## src/common/pbrf_map.vh

```
// Register map, field layout and timing constants of the base register bank
`ifndef PBRF_MAP_VH
`define PBRF_MAP_VH

// Register indices as printed (byte address is four times the index)
`define PBRF_IDX_NODE        3'h0
`define PBRF_IDX_CTRL        3'h1
`define PBRF_IDX_CAPA        3'h2
`define PBRF_IDX_RATE        3'h3
`define PBRF_IDX_LINK        3'h4
`define PBRF_IDX_INTR        3'h5
`define PBRF_IDX_RSVD        3'h6
`define PBRF_IDX_PAGE        3'h7

// Address decode: word index bits and the high address bits that must be zero
`define PBRF_ADDR_W          12
`define PBRF_IDX_LSB         2
`define PBRF_IDX_MSB         4
`define PBRF_HIGH_LSB        5

// Field positions, register 0
`define PBRF_NODE_ID_MSB     7
`define PBRF_NODE_ID_LSB     2
`define PBRF_TOP_BIT         1
`define PBRF_CPOK_BIT        0
// Register 1
`define PBRF_BTR_BIT         7
`define PBRF_LRR_BIT         6
`define PBRF_GAP_MSB         5
`define PBRF_GAP_LSB         0
// Register 4
`define PBRF_LAO_BIT         7
`define PBRF_MHB_BIT         6
`define PBRF_NEC_MSB         2
`define PBRF_NEC_LSB         0

// Reset and fixed values
`define PBRF_GAP_RESET       6'h3F
`define PBRF_EXT_MARKER      3'h7
`define PBRF_PORT_QTY        5'h02
`define PBRF_MAX_RATE        3'h2
`define PBRF_LATENCY         4'h0
`define PBRF_VARIATION       3'h0
`define PBRF_RSVD_BIT        1'h0
`define PBRF_ZERO_BYTE       8'h00
`define PBRF_ZERO_WORD       32'h0000_0000
`define PBRF_ZERO_HI         24'h00_0000

// Timing
`define PBRF_CLK_PERIOD_NS   10
`define PBRF_LONG_RESET_NS   166000
`define PBRF_STRAP_WAIT      2'h2
`define PBRF_STRAP_SAT       2'h3

`endif

```

## src/rtl/pbrf_regs.v

```verilog
// Base configuration and status register bank of a two-port cable PHY, APB slave
// Operation
// [RULE1] Hold six-bit node identifier, signal when valid
// [RULE2] Root flag cleared by bus reset, set if root
// [RULE3] Cable power bit follows sense input level
// [RULE4] Become-root request survives bus reset, hardware-cleared
// [RULE5] Long reset request waits for traffic end
// [RULE6] Long reset request cleared by any reset
// [RULE7] Gap value written by software or config packet
// [RULE8] Gap reloads 3Fh after two unwritten bus resets
// [RULE9] Extended set marker reads 111b
// [RULE10] Port quantity reads two, read-only
// [RULE11] Max rate code reads 010b
// [RULE12] Repeat latency code reads zero
// [RULE13] Self-ID link bit is override AND power status
// [RULE14] Link override set by hardware reset only
// [RULE15] Link interface state follows power status only
// [RULE16] Contender bit strapped from pin, to self-ID
// [RULE17] Repeat variation code reads zero
// [RULE18] Energy class strapped from pins, writable, to self-ID
// [RULE19] Base registers fixed at indices 0h to 7h
// [RULE20] Reserved registers and bits read zero
// [RULE21] Writes to read-only fields are ignored
//
// The implementer's own choices: the register addresses and the APB interface to the registers.
`include "pbrf_map.vh"
`timescale 1ns/1ps
`default_nettype none

module pbrf_regs #(
	parameter integer LONG_RESET_CYCLES = `PBRF_LONG_RESET_NS / `PBRF_CLK_PERIOD_NS
) (
	input  wire        pclk,                 // System clock, 100 MHz
	input  wire        presetn,              // Hardware reset, async, active low
	input  wire        psel,                 // APB select
	input  wire        penable,              // APB access phase
	input  wire        pwrite,               // APB direction, high for write
	input  wire [11:0] paddr,                // APB byte address
	input  wire [31:0] pwdata,               // APB write data
	input  wire [3:0]  pstrb,                // APB byte strobes
	output reg  [31:0] prdata,               // APB read data
	output reg         pready,               // APB ready
	output reg         pslverr,              // APB error, unmapped address
	input  wire        bus_reset_pulse,      // Bus reset seen by arbiter
	input  wire        self_id_done_pulse,   // Self-identification finished
	input  wire [5:0]  self_id_node_value,   // Identifier found by self-ID
	input  wire        tree_root_pulse,      // Tree-ID made this node root
	input  wire        config_gap_pulse,     // Config packet sent or received
	input  wire [5:0]  config_gap_value,     // Gap carried by config packet
	input  wire        link_traffic_busy,    // Receive or transmit in progress
	input  wire        cable_power_sense,    // Cable power pin
	input  wire        link_power_status,    // Link power status pin
	input  wire        contender_or_link_on, // Contender strap pin
	input  wire [2:0]  energy_class_pins,    // Energy class strap pins
	output reg         node_id_valid,        // Identifier valid since self-ID
	output reg         status_reg0_request,  // Unsolicited register 0 transfer
	output reg         root_attempt,         // Try to become root next reset
	output reg         long_reset_start,     // Start of long bus reset, pulse
	output reg         long_reset_active,    // Long bus reset in progress
	output reg  [5:0]  gap_value_out,        // Gap for arbitration timers
	output reg         self_id_link_bit,     // Self-ID bit 9
	output reg         self_id_contender,    // Self-ID bit 20
	output reg  [2:0]  self_id_energy_class, // Self-ID bits 21 to 23
	output reg         link_if_enable        // Link interface operational
);

	// All-zero byte for reserved words and write cycles
	localparam [7:0] ZB = `PBRF_ZERO_BYTE;

	// Word index of an APB address, 0 to 7
	function [2:0] pbrf_index;
		input [11:0] addr;
		begin
			pbrf_index = addr[`PBRF_IDX_MSB:`PBRF_IDX_LSB];
		end
	endfunction

	// An address is mapped when it falls in the eight base words
	function pbrf_mapped;
		input [11:0] addr;
		begin
			pbrf_mapped = (addr[`PBRF_ADDR_W-1:`PBRF_HIGH_LSB] == 7'h00);
		end
	endfunction

	// Synchroniser stages for the pins
	reg        cps_s1_reg;               // Cable power, first stage
	reg        cps_s2_reg;               // Cable power, second stage
	reg        lps_s1_reg;               // Link power, first stage
	reg        lps_s2_reg;               // Link power, second stage
	reg        con_s1_reg;               // Contender, first stage
	reg        con_s2_reg;               // Contender, second stage
	reg  [2:0] nec_s1_reg;               // Energy class, first stage
	reg  [2:0] nec_s2_reg;               // Energy class, second stage

	// Register fields
	reg  [5:0] node_identifier_reg;      // Node identifier
	reg        top_node_flag_reg;        // Root flag
	reg        become_top_request_reg;   // Root holdoff request
	reg        long_reset_request_reg;   // Long bus reset request
	reg  [5:0] arbitration_gap_reg;      // Gap count
	reg        link_active_override_reg; // Link active control
	reg        manager_hopeful_reg;      // Contender bit
	reg  [2:0] node_energy_class_reg;    // Power class

	// Bookkeeping
	reg  [1:0] strap_cnt_reg;            // Cycles since reset release
	reg        gap_written_reg;          // Gap written since last bus reset
	reg        reset_seen_reg;           // One bus reset already counted
	reg [31:0] long_cnt_reg;             // Long reset duration counter

	// Access decode
	wire       access_w;                 // Access phase cycle
	wire       commit_w;                 // Edge at which the master sees ready
	wire       wr_w;                     // Committed write to a mapped word
	wire [2:0] idx_w;                    // Word index
	wire       wr_ctrl_w;                // Write hits register 1
	wire       wr_link_w;                // Write hits register 4
	wire       strap_load_w;             // Strap capture cycle
	wire       lr_go_w;                  // Long reset may start now
	reg  [7:0] rd_byte;                  // Read mux output

	assign access_w  = psel & penable;
	assign commit_w  = access_w & pready;
	assign idx_w     = pbrf_index(paddr);
	assign wr_w      = commit_w & pwrite & pbrf_mapped(paddr) & pstrb[0];
	// Only registers 1 and 4 hold writable bits; other writes are dropped
	assign wr_ctrl_w = wr_w & (idx_w == `PBRF_IDX_CTRL); // [RULE21]
	assign wr_link_w = wr_w & (idx_w == `PBRF_IDX_LINK); // [RULE21]
	assign strap_load_w = (strap_cnt_reg == `PBRF_STRAP_WAIT);
	// A request raised during traffic waits for the traffic to end
	assign lr_go_w = long_reset_request_reg & ~link_traffic_busy & ~long_reset_active
		& ~bus_reset_pulse; // [RULE5]

	// Two-flop synchronisers; the first stage feeds only the second
	always @(posedge pclk or negedge presetn) begin
		if (!presetn) begin
			cps_s1_reg <= 1'b0;
			cps_s2_reg <= 1'b0;
			lps_s1_reg <= 1'b0;
			lps_s2_reg <= 1'b0;
			con_s1_reg <= 1'b0;
			con_s2_reg <= 1'b0;
			nec_s1_reg <= 3'h0;
			nec_s2_reg <= 3'h0;
		end else begin
			cps_s1_reg <= cable_power_sense;
			cps_s2_reg <= cps_s1_reg;
			lps_s1_reg <= link_power_status;
			lps_s2_reg <= lps_s1_reg;
			con_s1_reg <= contender_or_link_on;
			con_s2_reg <= con_s1_reg;
			nec_s1_reg <= energy_class_pins;
			nec_s2_reg <= nec_s1_reg;
		end
	end

	// Counts the cycles the synchronisers need after reset release
	always @(posedge pclk or negedge presetn) begin
		if (!presetn) begin
			strap_cnt_reg <= 2'h0;
		end else if (strap_cnt_reg != `PBRF_STRAP_SAT) begin
			strap_cnt_reg <= strap_cnt_reg + 2'h1;
		end
	end

	// APB handshake: one wait state so read data comes from a flip-flop
	always @(posedge pclk or negedge presetn) begin
		if (!presetn) begin
			pready  <= 1'b0;
			pslverr <= 1'b0;
			prdata  <= `PBRF_ZERO_WORD;
		end else if (access_w & ~pready) begin
			pready  <= 1'b1;
			pslverr <= ~pbrf_mapped(paddr);
			// Data beyond the low byte reads zero
			prdata  <= {`PBRF_ZERO_HI, (pwrite ? ZB : rd_byte)}; // [RULE20]
		end else begin
			pready  <= 1'b0;
			pslverr <= 1'b0;
			prdata  <= `PBRF_ZERO_WORD;
		end
	end

	// Read mux; bit 0 of the printed layout is the byte's MSB
	always @* begin
		rd_byte = ZB;
		if (pbrf_mapped(paddr)) begin
			case (idx_w) // [RULE19]
				`PBRF_IDX_NODE: begin
					rd_byte = {node_identifier_reg, top_node_flag_reg, cps_s2_reg}; // [RULE3]
				end
				`PBRF_IDX_CTRL: begin
					rd_byte = {become_top_request_reg, long_reset_request_reg, arbitration_gap_reg};
				end
				`PBRF_IDX_CAPA: begin
					rd_byte = {`PBRF_EXT_MARKER, `PBRF_PORT_QTY}; // [RULE9] [RULE10]
				end
				`PBRF_IDX_RATE: begin
					rd_byte = {`PBRF_MAX_RATE, `PBRF_RSVD_BIT, `PBRF_LATENCY}; // [RULE11] [RULE12]
				end
				`PBRF_IDX_LINK: begin
					rd_byte = {link_active_override_reg, manager_hopeful_reg,
						`PBRF_VARIATION, node_energy_class_reg}; // [RULE17]
				end
				default: begin
					// Interrupt, reserved and page words are not held here
					rd_byte = ZB; // [RULE20]
				end
			endcase
		end
	end

	// Node identifier and its validity; invalid from bus reset to self-ID end
	always @(posedge pclk or negedge presetn) begin
		if (!presetn) begin
			node_identifier_reg <= 6'h00;
			node_id_valid       <= 1'b0;
			status_reg0_request <= 1'b0;
		end else begin
			status_reg0_request <= self_id_done_pulse; // [RULE1]
			if (self_id_done_pulse) begin
				// Completion wins over a reset in the same cycle
				node_identifier_reg <= self_id_node_value; // [RULE1]
				node_id_valid       <= 1'b1;
			end else if (bus_reset_pulse) begin
				node_id_valid <= 1'b0; // [RULE1]
			end
		end
	end

	// Root flag
	always @(posedge pclk or negedge presetn) begin
		if (!presetn) begin
			top_node_flag_reg <= 1'b0;
		end else if (tree_root_pulse) begin
			top_node_flag_reg <= 1'b1; // [RULE2]
		end else if (bus_reset_pulse) begin
			top_node_flag_reg <= 1'b0; // [RULE2]
		end
	end

	// Root request; bus reset leaves it alone
	always @(posedge pclk or negedge presetn) begin
		if (!presetn) begin
			become_top_request_reg <= 1'b0;
			root_attempt           <= 1'b0;
		end else begin
			if (wr_ctrl_w) begin
				become_top_request_reg <= pwdata[`PBRF_BTR_BIT]; // [RULE4]
			end
			root_attempt <= wr_ctrl_w ? pwdata[`PBRF_BTR_BIT] : become_top_request_reg; // [RULE4]
		end
	end

	// Long bus reset request and its timed drive
	always @(posedge pclk or negedge presetn) begin
		if (!presetn) begin
			long_reset_request_reg <= 1'b0;
			long_reset_start       <= 1'b0;
			long_reset_active      <= 1'b0;
			long_cnt_reg           <= 32'h0000_0000;
		end else begin
			long_reset_start <= lr_go_w; // [RULE5]
			if (lr_go_w) begin
				// Starting our own reset is itself a bus reset
				long_reset_request_reg <= 1'b0; // [RULE6]
			end else if (bus_reset_pulse) begin
				long_reset_request_reg <= 1'b0; // [RULE6]
			end else if (wr_ctrl_w) begin
				long_reset_request_reg <= pwdata[`PBRF_LRR_BIT];
			end
			if (lr_go_w) begin
				long_reset_active <= 1'b1;
				long_cnt_reg      <= LONG_RESET_CYCLES - 1; // [RULE5]
			end else if (long_reset_active) begin
				if (long_cnt_reg == 32'h0000_0000) begin
					long_reset_active <= 1'b0;
				end else begin
					long_cnt_reg <= long_cnt_reg - 32'h0000_0001;
				end
			end
		end
	end

	// Gap count; a write in the reset cycle counts as intervening
	always @(posedge pclk or negedge presetn) begin
		if (!presetn) begin
			arbitration_gap_reg <= `PBRF_GAP_RESET; // [RULE8]
			gap_written_reg     <= 1'b0;
			reset_seen_reg      <= 1'b0;
		end else begin
			if (wr_ctrl_w) begin
				arbitration_gap_reg <= pwdata[`PBRF_GAP_MSB:`PBRF_GAP_LSB]; // [RULE7]
			end else if (config_gap_pulse) begin
				arbitration_gap_reg <= config_gap_value; // [RULE7]
			end else if (bus_reset_pulse & reset_seen_reg & ~gap_written_reg) begin
				arbitration_gap_reg <= `PBRF_GAP_RESET; // [RULE8]
			end
			if (bus_reset_pulse) begin
				reset_seen_reg  <= 1'b1;
				gap_written_reg <= wr_ctrl_w | config_gap_pulse;
			end else if (wr_ctrl_w | config_gap_pulse) begin
				gap_written_reg <= 1'b1; // [RULE8]
			end
		end
	end

	// Link register: override, contender and energy class
	always @(posedge pclk or negedge presetn) begin
		if (!presetn) begin
			link_active_override_reg <= 1'b1; // [RULE14]
			manager_hopeful_reg      <= 1'b0;
			node_energy_class_reg    <= 3'h0;
		end else if (strap_load_w) begin
			// Straps sampled once the synchronisers hold the pin levels
			manager_hopeful_reg   <= con_s2_reg; // [RULE16]
			node_energy_class_reg <= nec_s2_reg; // [RULE18]
		end else if (wr_link_w) begin
			link_active_override_reg <= pwdata[`PBRF_LAO_BIT];
			manager_hopeful_reg      <= pwdata[`PBRF_MHB_BIT];
			node_energy_class_reg    <= pwdata[`PBRF_NEC_MSB:`PBRF_NEC_LSB]; // [RULE18]
		end
	end

	// Self-ID fields and link interface state, registered outputs
	always @(posedge pclk or negedge presetn) begin
		if (!presetn) begin
			self_id_link_bit     <= 1'b0;
			self_id_contender    <= 1'b0;
			self_id_energy_class <= 3'h0;
			link_if_enable       <= 1'b0;
			gap_value_out        <= `PBRF_GAP_RESET;
		end else begin
			self_id_link_bit     <= link_active_override_reg & lps_s2_reg; // [RULE13]
			self_id_contender    <= manager_hopeful_reg; // [RULE16]
			self_id_energy_class <= node_energy_class_reg; // [RULE18]
			// The override never gates the interface itself
			link_if_enable       <= lps_s2_reg; // [RULE15]
			gap_value_out        <= arbitration_gap_reg; // [RULE7]
		end
	end

endmodule

`default_nettype wire

```

## config.mk

```make
export PLATFORM = sky130hd
export DESIGN_NAME = pbrf_regs
export DESIGN_NICKNAME = d
export VERILOG_FILES = /design/src/rtl/pbrf_regs.v
export VERILOG_INCLUDE_DIRS = /design/src /design/src/common
export SDC_FILE = /design/constraint.sdc
export NUM_CORES = 1
export LEC_CHECK = 0
export BUFFER_PORTS_ARGS = -buffer_cell sky130_fd_sc_hd__buf_2
export CORE_ASPECT_RATIO = 0.6
export CORE_UTILIZATION = 45
export DETAILED_ROUTE_END_ITERATION = 16
export GPL_TIMING_DRIVEN = 0
export PLACE_DENSITY = 0.81
export SKIP_LAST_GASP = 1
export SYNTH_ARGS = -nofsm -noshare
export SYNTH_HDL_FRONTEND = slang
export SYNTH_SLANG_ARGS = --single-unit
export TNS_END_PERCENT = 30
```

## constraint.sdc

```tcl
create_clock -name pclk -period 2.05 [get_ports pclk]
set_input_delay 0.1025 -clock pclk [delete_from_list [all_inputs] [get_ports pclk]]
set_output_delay 0.1025 -clock pclk [all_outputs]
set_load 0.005 [all_outputs]
```

# Word level (Yosys, flattened, before mapping)
# Cells that the tools add are included.
# Widths: inputs -> output; s select.
classes:
  add_sub_neg: 2
  n_eq_ne: 7
  n_mux: 27
  bitwise_logic: 22
  n_reduce_logical: 12
op_table:
  columns: ["op", "n"]
  rows:
  - ["$mux 32", 3]
  - ["$pmux 8 s5", 1]
  - ["$logic_not 32->1", 1]
  - ["$sub 32x1->32 const B", 1]
  - ["$mux 8", 3]
  - ["$mux 6", 3]
  - ["$mux 1", 15]
  - ["$and 1x1->1", 14]
  - ["$reduce_bool 2->1", 5]
  - ["$logic_not 7->1", 1]
  - ["$not 1->1", 7]
  - ["$eq 3x2->1 const B", 2]
  - ["$mux 3", 2]
  - ["$reduce_bool 3->1", 2]
  - ["$ne 2x2->1 const B", 2]
  - ["$reduce_and 2->1", 2]
  - ["$eq 3x1->1 const B", 1]
  - ["$eq 3x3->1 const B", 1]
  - ["$logic_not 3->1", 1]
  - ["$add 2x1->2 const B", 1]
  - ["$eq 2x2->1 const B", 1]
  - ["$or 1x1->1", 1]
word_totals:
  ff_bits: 118
  input_bits: 76
  output_inout_bits: 51
  word_cells: 102

# Depth between registers and ports, before layout
# Gate-level depths: netlist of run 1.
depth:
  depth_word: 9
  mapped_depth: 8
  mapped_depth_nobuf: 7

# Least setup slack after synthesis of run 1
# No wires, ideal clock.
synth_timing:
  path_type: "reg-to-reg"
  startpoint: "register long_cnt_reg[24]"
  endpoint: "register long_cnt_reg[4]"
  setup_time_ns: 0.079
  arrival_ns: 2.168
  t_required_ns: 1.971
  path_slack_ns: -0.197
  stages_incl_launch_ff: 7
  n_path_buf: 1
  synth_period_minus_slack_ns: 2.247
  path_cell_list: "dfrtp_1 > or4_4 > buf_6 > or4_4 > nor3_4 > or3_1 > mux2i_1"
synth_between:
  elab_chain_len: 3
synth_lines:
  columns: ["element", "line", "source"]
  rows:
  - ["from (decl)", "pbrf_regs.v:110", "reg [31:0] long_cnt_reg;"]
  - ["from (signal assigned)", "pbrf_regs.v:275", "long_cnt_reg <= LONG_RESET_CYCLES - 1;"]
  - ["from (signal assigned)", "pbrf_regs.v:280", "long_cnt_reg <= long_cnt_reg - 32'h0000_0001;"]
  - ["$logic_not 32->1", "pbrf_regs.v:277", "if (long_cnt_reg == 32'h0000_0000) begin"]
  - ["$ne 2x2->1 (no line)", null, null]
  - ["$reduce_and 2->1 (no line)", null, null]
# Every way passes these cells.
# A chain may end at the register's enable or synchronous reset.

# Worst setup path after layout of run 1
layout_timing:
  startpoint: "register long_cnt_reg[1]"
  endpoint: "register long_cnt_reg[0]"
# Same word-level chain as after synthesis.

==> impl_table.tex, run 1 <==
\begin{tabular}{lr}
\hline
Metric & Value \\
\hline
\multicolumn{2}{l}{\textbf{Placement}} \\
\quad Post-detailed-placement half-perimeter wirelength & 7021 um \\
\quad \# port buffers & 73 \\
\quad Final GP Congestion & 0.8527 \\
\multicolumn{2}{l}{\textbf{Worst setup path}} \\
\quad Cell chain of the critical path & inv\_2 > ha\_4 > or2b\_2 > or4\_4 > buf\_6 > o31ai\_4 > xnor2\_1 > nand2\_1 \\
\quad Critical Path AT & 2.51 ns \\
\quad Cell at the slowest stage of the critical path & or4\_4 \\
\quad CP Class & reg -> reg \\
\quad Maximum fanout count along the critical path & 4 \\
\quad Kind of end point of the critical path & flop \\
\quad Critical Path Start Type & flop \\
\quad Required time of the worst setup path & 2.27 ns \\
\quad Biggest cell delay along the critical path & 0.57 ns \\
\multicolumn{2}{l}{\textbf{Synth}} \\
\quad Number of instances in the synthesized netlist & 367 \\
\quad Cell types occupying the most area after synthesis & dfrtp\_1 48\%, dfstp\_2 8.1\%, mux2i\_1 4.5\% \\
\quad Count of flip-flops with a built-in enable after synthesis & 0 \\
\quad Proportion of synthesized flip-flops having asynchronous set or reset & 1.000 \\
\quad Compound-Gate Fraction of Synth Area & 0.1055 \\
\quad Distinct cell type count after synthesis & 59 \\
\quad Flip-flop and latch count after synthesis & 94 \\
\quad Fraction of synthesized cell area in xor and xnor cells & 0.01043 \\
\quad Mapped Area & 4199 um\^{}2 \\
\quad Fraction of the yosys area taken by sequential cells & 0.5641 \\
\quad Synth Warn \# & 0 \\
\quad Share of synthesized cell area in full adder, half adder and majority cells & 0.008939 \\
\quad Simple-gate share of the synthesized area & 0.1743 \\
\quad Most common flop cell mapped by yosys & dfrtp\_1 \\
\quad Post-synthesis cell type with the largest combined area & dfrtp\_1 \\
\quad Average instance area after synthesis & 11.44 um\^{}2 \\
\quad Main combinational cell family by area after synthesis & simple AND/OR/NAND/NOR gates \\
\quad Proportion of synthesized area in mux cells & 0.06675 \\
\quad Area fraction of the dominant cell type after synthesis & 0.4827 \\
\multicolumn{2}{l}{\textbf{Timing}} \\
\quad Layout Skew & 0.007115 ns \\
\quad Max transition margin & 0.4673 \\
\quad Final hold violation count & 0 \\
\quad Post-route setup TNS & -3.069 ns \\
\quad Actual transition at the worst max-transition pin & 0.7924 ns \\
\quad Final cycle utilization of the critical path & 1.117 \\
\quad Highest achievable clock rate & 436.7 MHz \\
\quad Max Transition Viols Final & 0 \\
\quad Finish-stage setup viols & 26 \\
\quad Min setup slack post-route & -0.2399 ns \\
\quad Time the worst path needs with I/O delays and setup & 2.290 ns \\
\quad Setup repair after global routing missed its margin & true \\
\quad WHS & 0.0001499 ns \\
\multicolumn{2}{l}{\textbf{Drt}} \\
\quad Number of nets with antenna violations after detailed routing & 0 \\
\quad Drt pass-1 iters & 5 \\
\quad Drt initial violations & 258 \\
\quad Vias after detailed routing & 3401 \\
\quad Sum of routed wire length over all layers & 10640 um \\
\quad Ratio of routed vias to standard cells & 5.331 \\
\quad Number of design rule violations left after detail routing & 0 \\
\quad Routed wire per std cell & 16.68 um \\
\multicolumn{2}{l}{\textbf{Power and ir drop}} \\
\quad LEAKAGE & 0.002554 uW \\
\quad P per Cell Area & 710.5 nW/um\^{}2 \\
\quad Worst-case vdd ir drop & 0.5557 mV \\
\multicolumn{2}{l}{\textbf{Cells and area}} \\
\quad Core utilization of the finished layout & 0.6536 \\
\quad Max FFs per register & 32 \\
\quad \# nets final & 600 \\
\quad Commonest cells after routing, fill and taps aside & 77 x dfrtp\_1, 72 x buf\_2, 53 x buf\_4 \\
\quad Area growth from synthesis to layout & 36.71\% \\
\quad Layout cell share with drive strength beyond 1 & 0.3935 \\
\quad Antenna diode instance count & 0 \\
\quad Most common cell after layout, fill and taps aside & dfrtp\_1 \\
\multicolumn{2}{l}{\textbf{Clock tree}} \\
\quad Number of clock sinks & 94 \\
\quad Clock Tree Root & clkbuf\_16 \\
\quad CTS tree & yes \\
\quad CTS max path bufs & 2 \\
\quad Worst skew pair latency & 0.33 ns \\
\quad CTS HTree Levels & 3 \\
\quad Clock slew at the register clock pins of the worst setup and hold paths & 0.07 ns \\
\quad Total clock buffers created by CTS & 9 \\
\multicolumn{2}{l}{\textbf{Global routing}} \\
\quad Initial antenna violation count & 0 \\
\quad Via count of the first global-routing pass & 3194 \\
\quad Overall fraction of global-route tracks in use & 0.2180 \\
\quad Overflow after GRT & 0 \\
\quad Largest net degree at the start of global routing & 59 \\
\quad Global-route wire length before repair & 16370 um \\
\multicolumn{2}{l}{\textbf{Status}} \\
\quad Result of the run & finished with violations \\
\quad Violations in the final reports & setup timing \\
\multicolumn{2}{l}{\textbf{Floorplan}} \\
\quad Boundary Pins & 127 \\
\quad Number of placement rows & 26 \\
\quad Initial Utilization & 0.4781 \\
\quad Die height & 76.83 um \\
\quad Overall die width & 126.7 um \\
\quad Core area & 8783 um\^{}2 \\
\quad Die footprint & 9734 um\^{}2 \\
\multicolumn{2}{l}{\textbf{Run}} \\
\quad Max-Cap Viols & 0 \\
\multicolumn{2}{l}{\textbf{Hold path}} \\
\quad Worst hold-check path type & in -> reg \\
\hline
\end{tabular}
==> report_power, final <==
| part | leakage, uW | switching [uW] | total (uW) | internal (uW) |
|---|---|---|---|---|
| logic | 0.00135 | 139 | 282 | 143 |
| clock network | 0.000162 | 715 | 1830 | 1120 |
| registers | 0.00104 | 31.2 | 1960 | 1930 |
==> layout make-up <==
type	count	area, um^2
Multi-Input combinational cell	250	1804
Clock buffer	11	242.7
Inverter	8	30.03
Tap cell	112	140.1
Fill cell	671	3043
Timing Repair Buffer	122	809.5
Sequential cell	94	2374
Clock inverter	5	88.84
Buffer	36	251.5
==> cell usage after synthesis, drive strengths merged (9+ instances only) <==
master / count
dfrtp: 81
nand2: 35
buf: 29
o21ai: 20
mux2i: 19
nor2: 17
nor4: 14
dfstp: 13
nor3: 13
or3: 11
clkbuf: 9
o31ai: 9
==> through the flow <==
stage	instances	power [uW]	instance area [um^2]	worst slack, ns
after floorplan	390	2107	4348	-0.06014
after global placement	575	2233	4853	-0.3015
after global routing	638	4221	5741	-0.3081
after detailed placement	576	2250	4883	-0.4248
final	638	4078	5741	-0.2399
after CTS	619	4101	5507	-0.2282
==> cells by family (layout without fill, tap and decap cells) <==
group,Yosys count,count (layout)
AND/OR/NAND/NOR,126,126
buffers and inverters,46,182
flip-flops,94,94
AO/OA/AOI/OAI,65,65
XOR/XNOR,5,5
other,1,24
adder cells (fa/ha/maj),3,3
multiplexers,27,27
==> timing repair <==
item / 4_1_cts / 5_1_grt
buffers inserted: 12 / 19
resized for setup: 10 / 20
endpoints found under the hold margin: 52 / 0
pin swaps: 9 / 12
hold buffers: 17 / 0
endpoints found under the setup margin: 40 / 43
==> critical path: cells and delay by family (launching register included) <==
| kind | cells | cell delay (ns) |
|---|---|---|
| buffers and inverters | 2 | 0.23 |
| xor gates and xnor gates | 1 | 0.15 |
| and+or+nand+nor | 3 | 0.96 |
| AOI/OAI and AO/OA | 1 | 0.27 |
| adders and majority gates | 1 | 0.15 |
| DFF | 1 | 0.41 |
==> metal layers <==
| metal | global-route usage | share of wire | vias up | wire length [um] |
|---|---|---|---|---|
| met5 | 0 | 0 | - | 0 |
| met4 | 0.06905 | 0.016 | 0 | 169 |
| met3 | 0.04327 | 0.059 | 20 | 625 |
| met2 | 0.3376 | 0.47 | 121 | 5030 |
| met1 | 0.3089 | 0.45 | 1678 | 4815 |
| li1 | - | - | 1582 | - |
==> worst paths after layout <==
kind                                  from                     end  slack [ns]  depth (start not counted)
min in group asynchronous          presetn              lps_s1_reg        0.28                          2
max in group asynchronous          presetn        gap_value_out[3]        1.07                          3
hold reg to reg                 cps_s1_reg              cps_s2_reg        0.35                          0
setup / recovery           long_cnt_reg[1]         long_cnt_reg[0]       -0.24                          8
hold / removal                   pwdata[3]  arbitration_gap_reg[3]      0.0001                          3
setup reg to reg           long_cnt_reg[1]         long_cnt_reg[0]       -0.24                          8
Note: power is estimated with default switching activity, not from simulation.
==> run 2: changes to the inputs <==
PLACE_DENSITY = 0.78   (was 0.81)
clock period = 2.17 ns   (was 2.05 ns; I/O delays follow)
==> run 2 against run 1 <==
Net effect:
- the run still ends with setup timing left
- worst hold slack gained 0.0064 ns
- non-clock buffer count decreased by 6
- sequential share of layout area is 1.2 points higher
- combinational power down 6%
- die area is the same
- setup slack improved by 0.15 ns
- clock skew shrank 0.00055 ns
- sequential power fell by 6%
- clock power shrank 15%
- sequential cell count stayed put
- global-route usage is 0.15 points lower
- critical path type unchanged
==> impl_table.tex, run 2 (same netlist as run 1, synthesis figures left out) <==
\begin{tabular}{lr}
\hline
Metric & Value \\
\hline
\multicolumn{2}{l}{\textbf{Power and ir drop}} \\
\quad Switching share of power & 0.2440 (+0.02690) \\
\quad Worst-case vdd ir drop & 0.5036 mV (-9.4\%) \\
\quad Combinational fraction of design power & 0.072 (+0.003) \\
\quad Power consumption & 3670 uW (-10\%) \\
\quad Sequential group share of total power & 0.505 (+0.024) \\
\quad Power dissipated by switching net loads & 895.4 uW (+1.1\%) \\
\quad Relative contribution of the clock network to total power & 0.422 (-0.027) \\
\quad P per Cell Area & 657.7 nW/um\^{}2 (-7.4\%) \\
\quad Cell-internal power & 2775 uW (-13\%) \\
\quad LEAKAGE & 0.002478 uW (-3.0\%) \\
\multicolumn{2}{l}{\textbf{Clock tree}} \\
\quad Number of clock sinks & 94 (unchanged) \\
\quad CTS max path bufs & 2 (unchanged) \\
\quad CTS HTree Levels & 3 (unchanged) \\
\quad Clock slew at the register clock pins of the worst setup and hold paths & 0.07 ns (about the same) \\
\quad Clock Tree Root & clkbuf\_16 \\
\quad Total clock buffers created by CTS & 9 (unchanged) \\
\quad CTS tree & yes \\
\quad Worst skew pair latency & 0.34 ns (about the same) \\
\multicolumn{2}{l}{\textbf{Timing}} \\
\quad Post-route setup TNS & -0.8513 ns (+2.218 ns) \\
\quad Max Transition Viols Final & 0 (unchanged) \\
\quad Actual transition at the worst max-transition pin & 0.8219 ns (+0.02950 ns) \\
\quad Layout Skew & 0.006565 ns (-0.0005499 ns) \\
\quad Min setup slack post-route & -0.09183 ns (+0.1481 ns) \\
\quad Finish-stage setup viols & 20 (-23\%) \\
\quad WHS & 0.006510 ns (+0.006360 ns) \\
\quad Final cycle utilization of the critical path & 1.042 (-0.07473) \\
\quad Time the worst path needs with I/O delays and setup & 2.262 ns (-0.02811 ns) \\
\quad Final hold violation count & 0 (unchanged) \\
\quad Setup repair after global routing missed its margin & true \\
\quad Max transition margin & 0.4475 (-0.01983) \\
\quad Highest achievable clock rate & 442.1 MHz (+1.2\%) \\
\multicolumn{2}{l}{\textbf{Status}} \\
\quad Violations in the final reports & setup timing \\
\quad Result of the run & finished with violations \\
\multicolumn{2}{l}{\textbf{Worst setup path}} \\
\quad Critical Path AT & 2.50 ns (about the same) \\
\quad Maximum fanout count along the critical path & 10 (+6) \\
\quad Kind of end point of the critical path & flop \\
\quad Length in cells of the worst reg-to-reg path & 6 (-2) \\
\quad Required time of the worst setup path & 2.41 ns (+0.14 ns) \\
\quad Critical Path Start Type & flop \\
\quad CP Class & reg -> reg \\
\multicolumn{2}{l}{\textbf{Floorplan}} \\
\quad Die footprint & 9734 um\^{}2 (unchanged) \\
\quad Overall die width & 126.7 um (unchanged) \\
\quad Number of placement rows & 26 (unchanged) \\
\quad Core area & 8783 um\^{}2 (unchanged) \\
\quad Boundary Pins & 127 (unchanged) \\
\quad Initial Utilization & 0.4781 (unchanged) \\
\quad Die height & 76.83 um (unchanged) \\
\multicolumn{2}{l}{\textbf{Cells and area}} \\
\quad Area growth from synthesis to layout & 32.90\% \\
\quad \# nets final & 594 (-1.0\%) \\
\quad Most common cell after layout, fill and taps aside & dfrtp\_1 \\
\quad Layout cell share with drive strength beyond 1 & 0.3808 (-0.01277) \\
\quad Max FFs per register & 32 (unchanged) \\
\quad Antenna diode instance count & 0 (unchanged) \\
\quad Commonest cells after routing, fill and taps aside & 78 x dfrtp\_1, 72 x buf\_2, 50 x buf\_4 \\
\multicolumn{2}{l}{\textbf{Global routing}} \\
\quad Largest net degree at the start of global routing & 68 (+15\%) \\
\quad Overall fraction of global-route tracks in use & 0.2165 (-0.001546) \\
\quad Met2 demand-to-capacity share in global routing & 0.3343 (-0.003315) \\
\quad Met1 GRT Util & 0.2994 (-0.009554) \\
\quad Via count of the first global-routing pass & 3309 (+3.6\%) \\
\quad Initial antenna violation count & 0 (unchanged) \\
\quad Met3 demand-to-capacity share in global routing & 0.04745 (+0.004187) \\
\quad Global-route wire length before repair & 16230 um (-0.89\%) \\
\quad Busiest grt layer & met2 \\
\quad Overflow after GRT & 0 (unchanged) \\
\multicolumn{2}{l}{\textbf{Drt}} \\
\quad Ratio of routed vias to standard cells & 5.353 (+0.42\%) \\
\quad Number of design rule violations left after detail routing & 0 (unchanged) \\
\quad Routed wire per std cell & 16.21 um (-2.8\%) \\
\quad Number of nets with antenna violations after detailed routing & 0 (unchanged) \\
\quad Drt pass-1 iters & 4 (-1) \\
\quad Sum of routed wire length over all layers & 10250 um (-3.7\%) \\
\quad Vias after detailed routing & 3383 (-0.53\%) \\
\quad Drt initial violations & 263 (+1.9\%) \\
\multicolumn{2}{l}{\textbf{Placement}} \\
\quad \# port buffers & 73 (unchanged) \\
\quad Final GP Congestion & 0.8066 (-5.4\%) \\
\quad Post-detailed-placement half-perimeter wirelength & 6861 um (-2.3\%) \\
\quad Worst setup slack before clock tree synthesis & -0.3072 ns (+0.1176 ns) \\
\multicolumn{2}{l}{\textbf{Hold path}} \\
\quad Cell count of the worst hold path & 3 (unchanged) \\
\quad Worst hold-check path type & in -> reg \\
\multicolumn{2}{l}{\textbf{Run}} \\
\quad Max-Cap Viols & 0 (unchanged) \\
\hline
\end{tabular}
run 2: cell type report:
type	instances	area [um^2]
tap	112	140.1
clock inverter	7	68.82
inverter	8	30.03
timing repair buffer	116	757.0
fill	670	3203
sequential	94	2372
buffer	36	246.5
clock buffer	9	225.2
multi-input combinational	250	1740
run 2: metal layers:
metal | routed length (um) | part of all wire
met1 | 4631 | 0.45
met2 | 4829 | 0.47
met3 | 652 | 0.064
met4 | 132 | 0.013
met5 | 0 | 0
run 2: critical path, stage by stage, from the launching register on:
cell	delay (ns)
dfrtp_2	0.43
nor4_4	0.39
buf_4	0.18
nand4_1	0.11
a21o_1	0.30
or3b_2	0.50
a31o_2	0.25
run 2: path summary, 6_finish.rpt:
path | startpoint | to | slack (ns)
worst max-delay path | long_cnt_reg[8] | long_cnt_reg[22] | -0.09
worst min-delay path | pwdata[4] | arbitration_gap_reg[4] | 0.007
worst max register to register | long_cnt_reg[8] | long_cnt_reg[22] | -0.09
worst min register to register | nec_s1_reg[0] | nec_s2_reg[0] | 0.35
max in group asynchronous | presetn | link_active_override_reg | 1.26
min in group asynchronous | presetn | node_identifier_reg[1] | 0.24
run 2: per-stage QoR:
| step | area [um^2] | utilization | std cells |
|---|---|---|---|
| 2_1_floorplan | 4290 | - | 390 |
| 6_report | 5580 | 0.6353 | 632 |
| 5_1_grt | 5580 | 0.6353 | 632 |
| 3_5_place_dp | 4826 | 0.5494 | 576 |
| 3_3_place_gp | 4796 | 0.5460 | 575 |
| 4_1_cts | 5408 | 0.6157 | 616 |
run 2: power by group through the flow:
stage          clock, uW  combinational [uW]  sequential [uW]
2_1_floorplan          0                 109             1880
3_3_place_gp           0                 224             1890
3_5_place_dp           0                 237             1890
4_1_cts             1580                 263             1850
5_1_grt             1660                 293             1860
6_report            1550                 265             1850
run 2: timing repair:
action	4_1_cts	5_1_grt
hold buffers	17	0
resized for setup	13	13
endpoints found under the hold margin	43	0
setup endpoints to repair	37	37
setup buffers	8	17
pin swaps	9	2
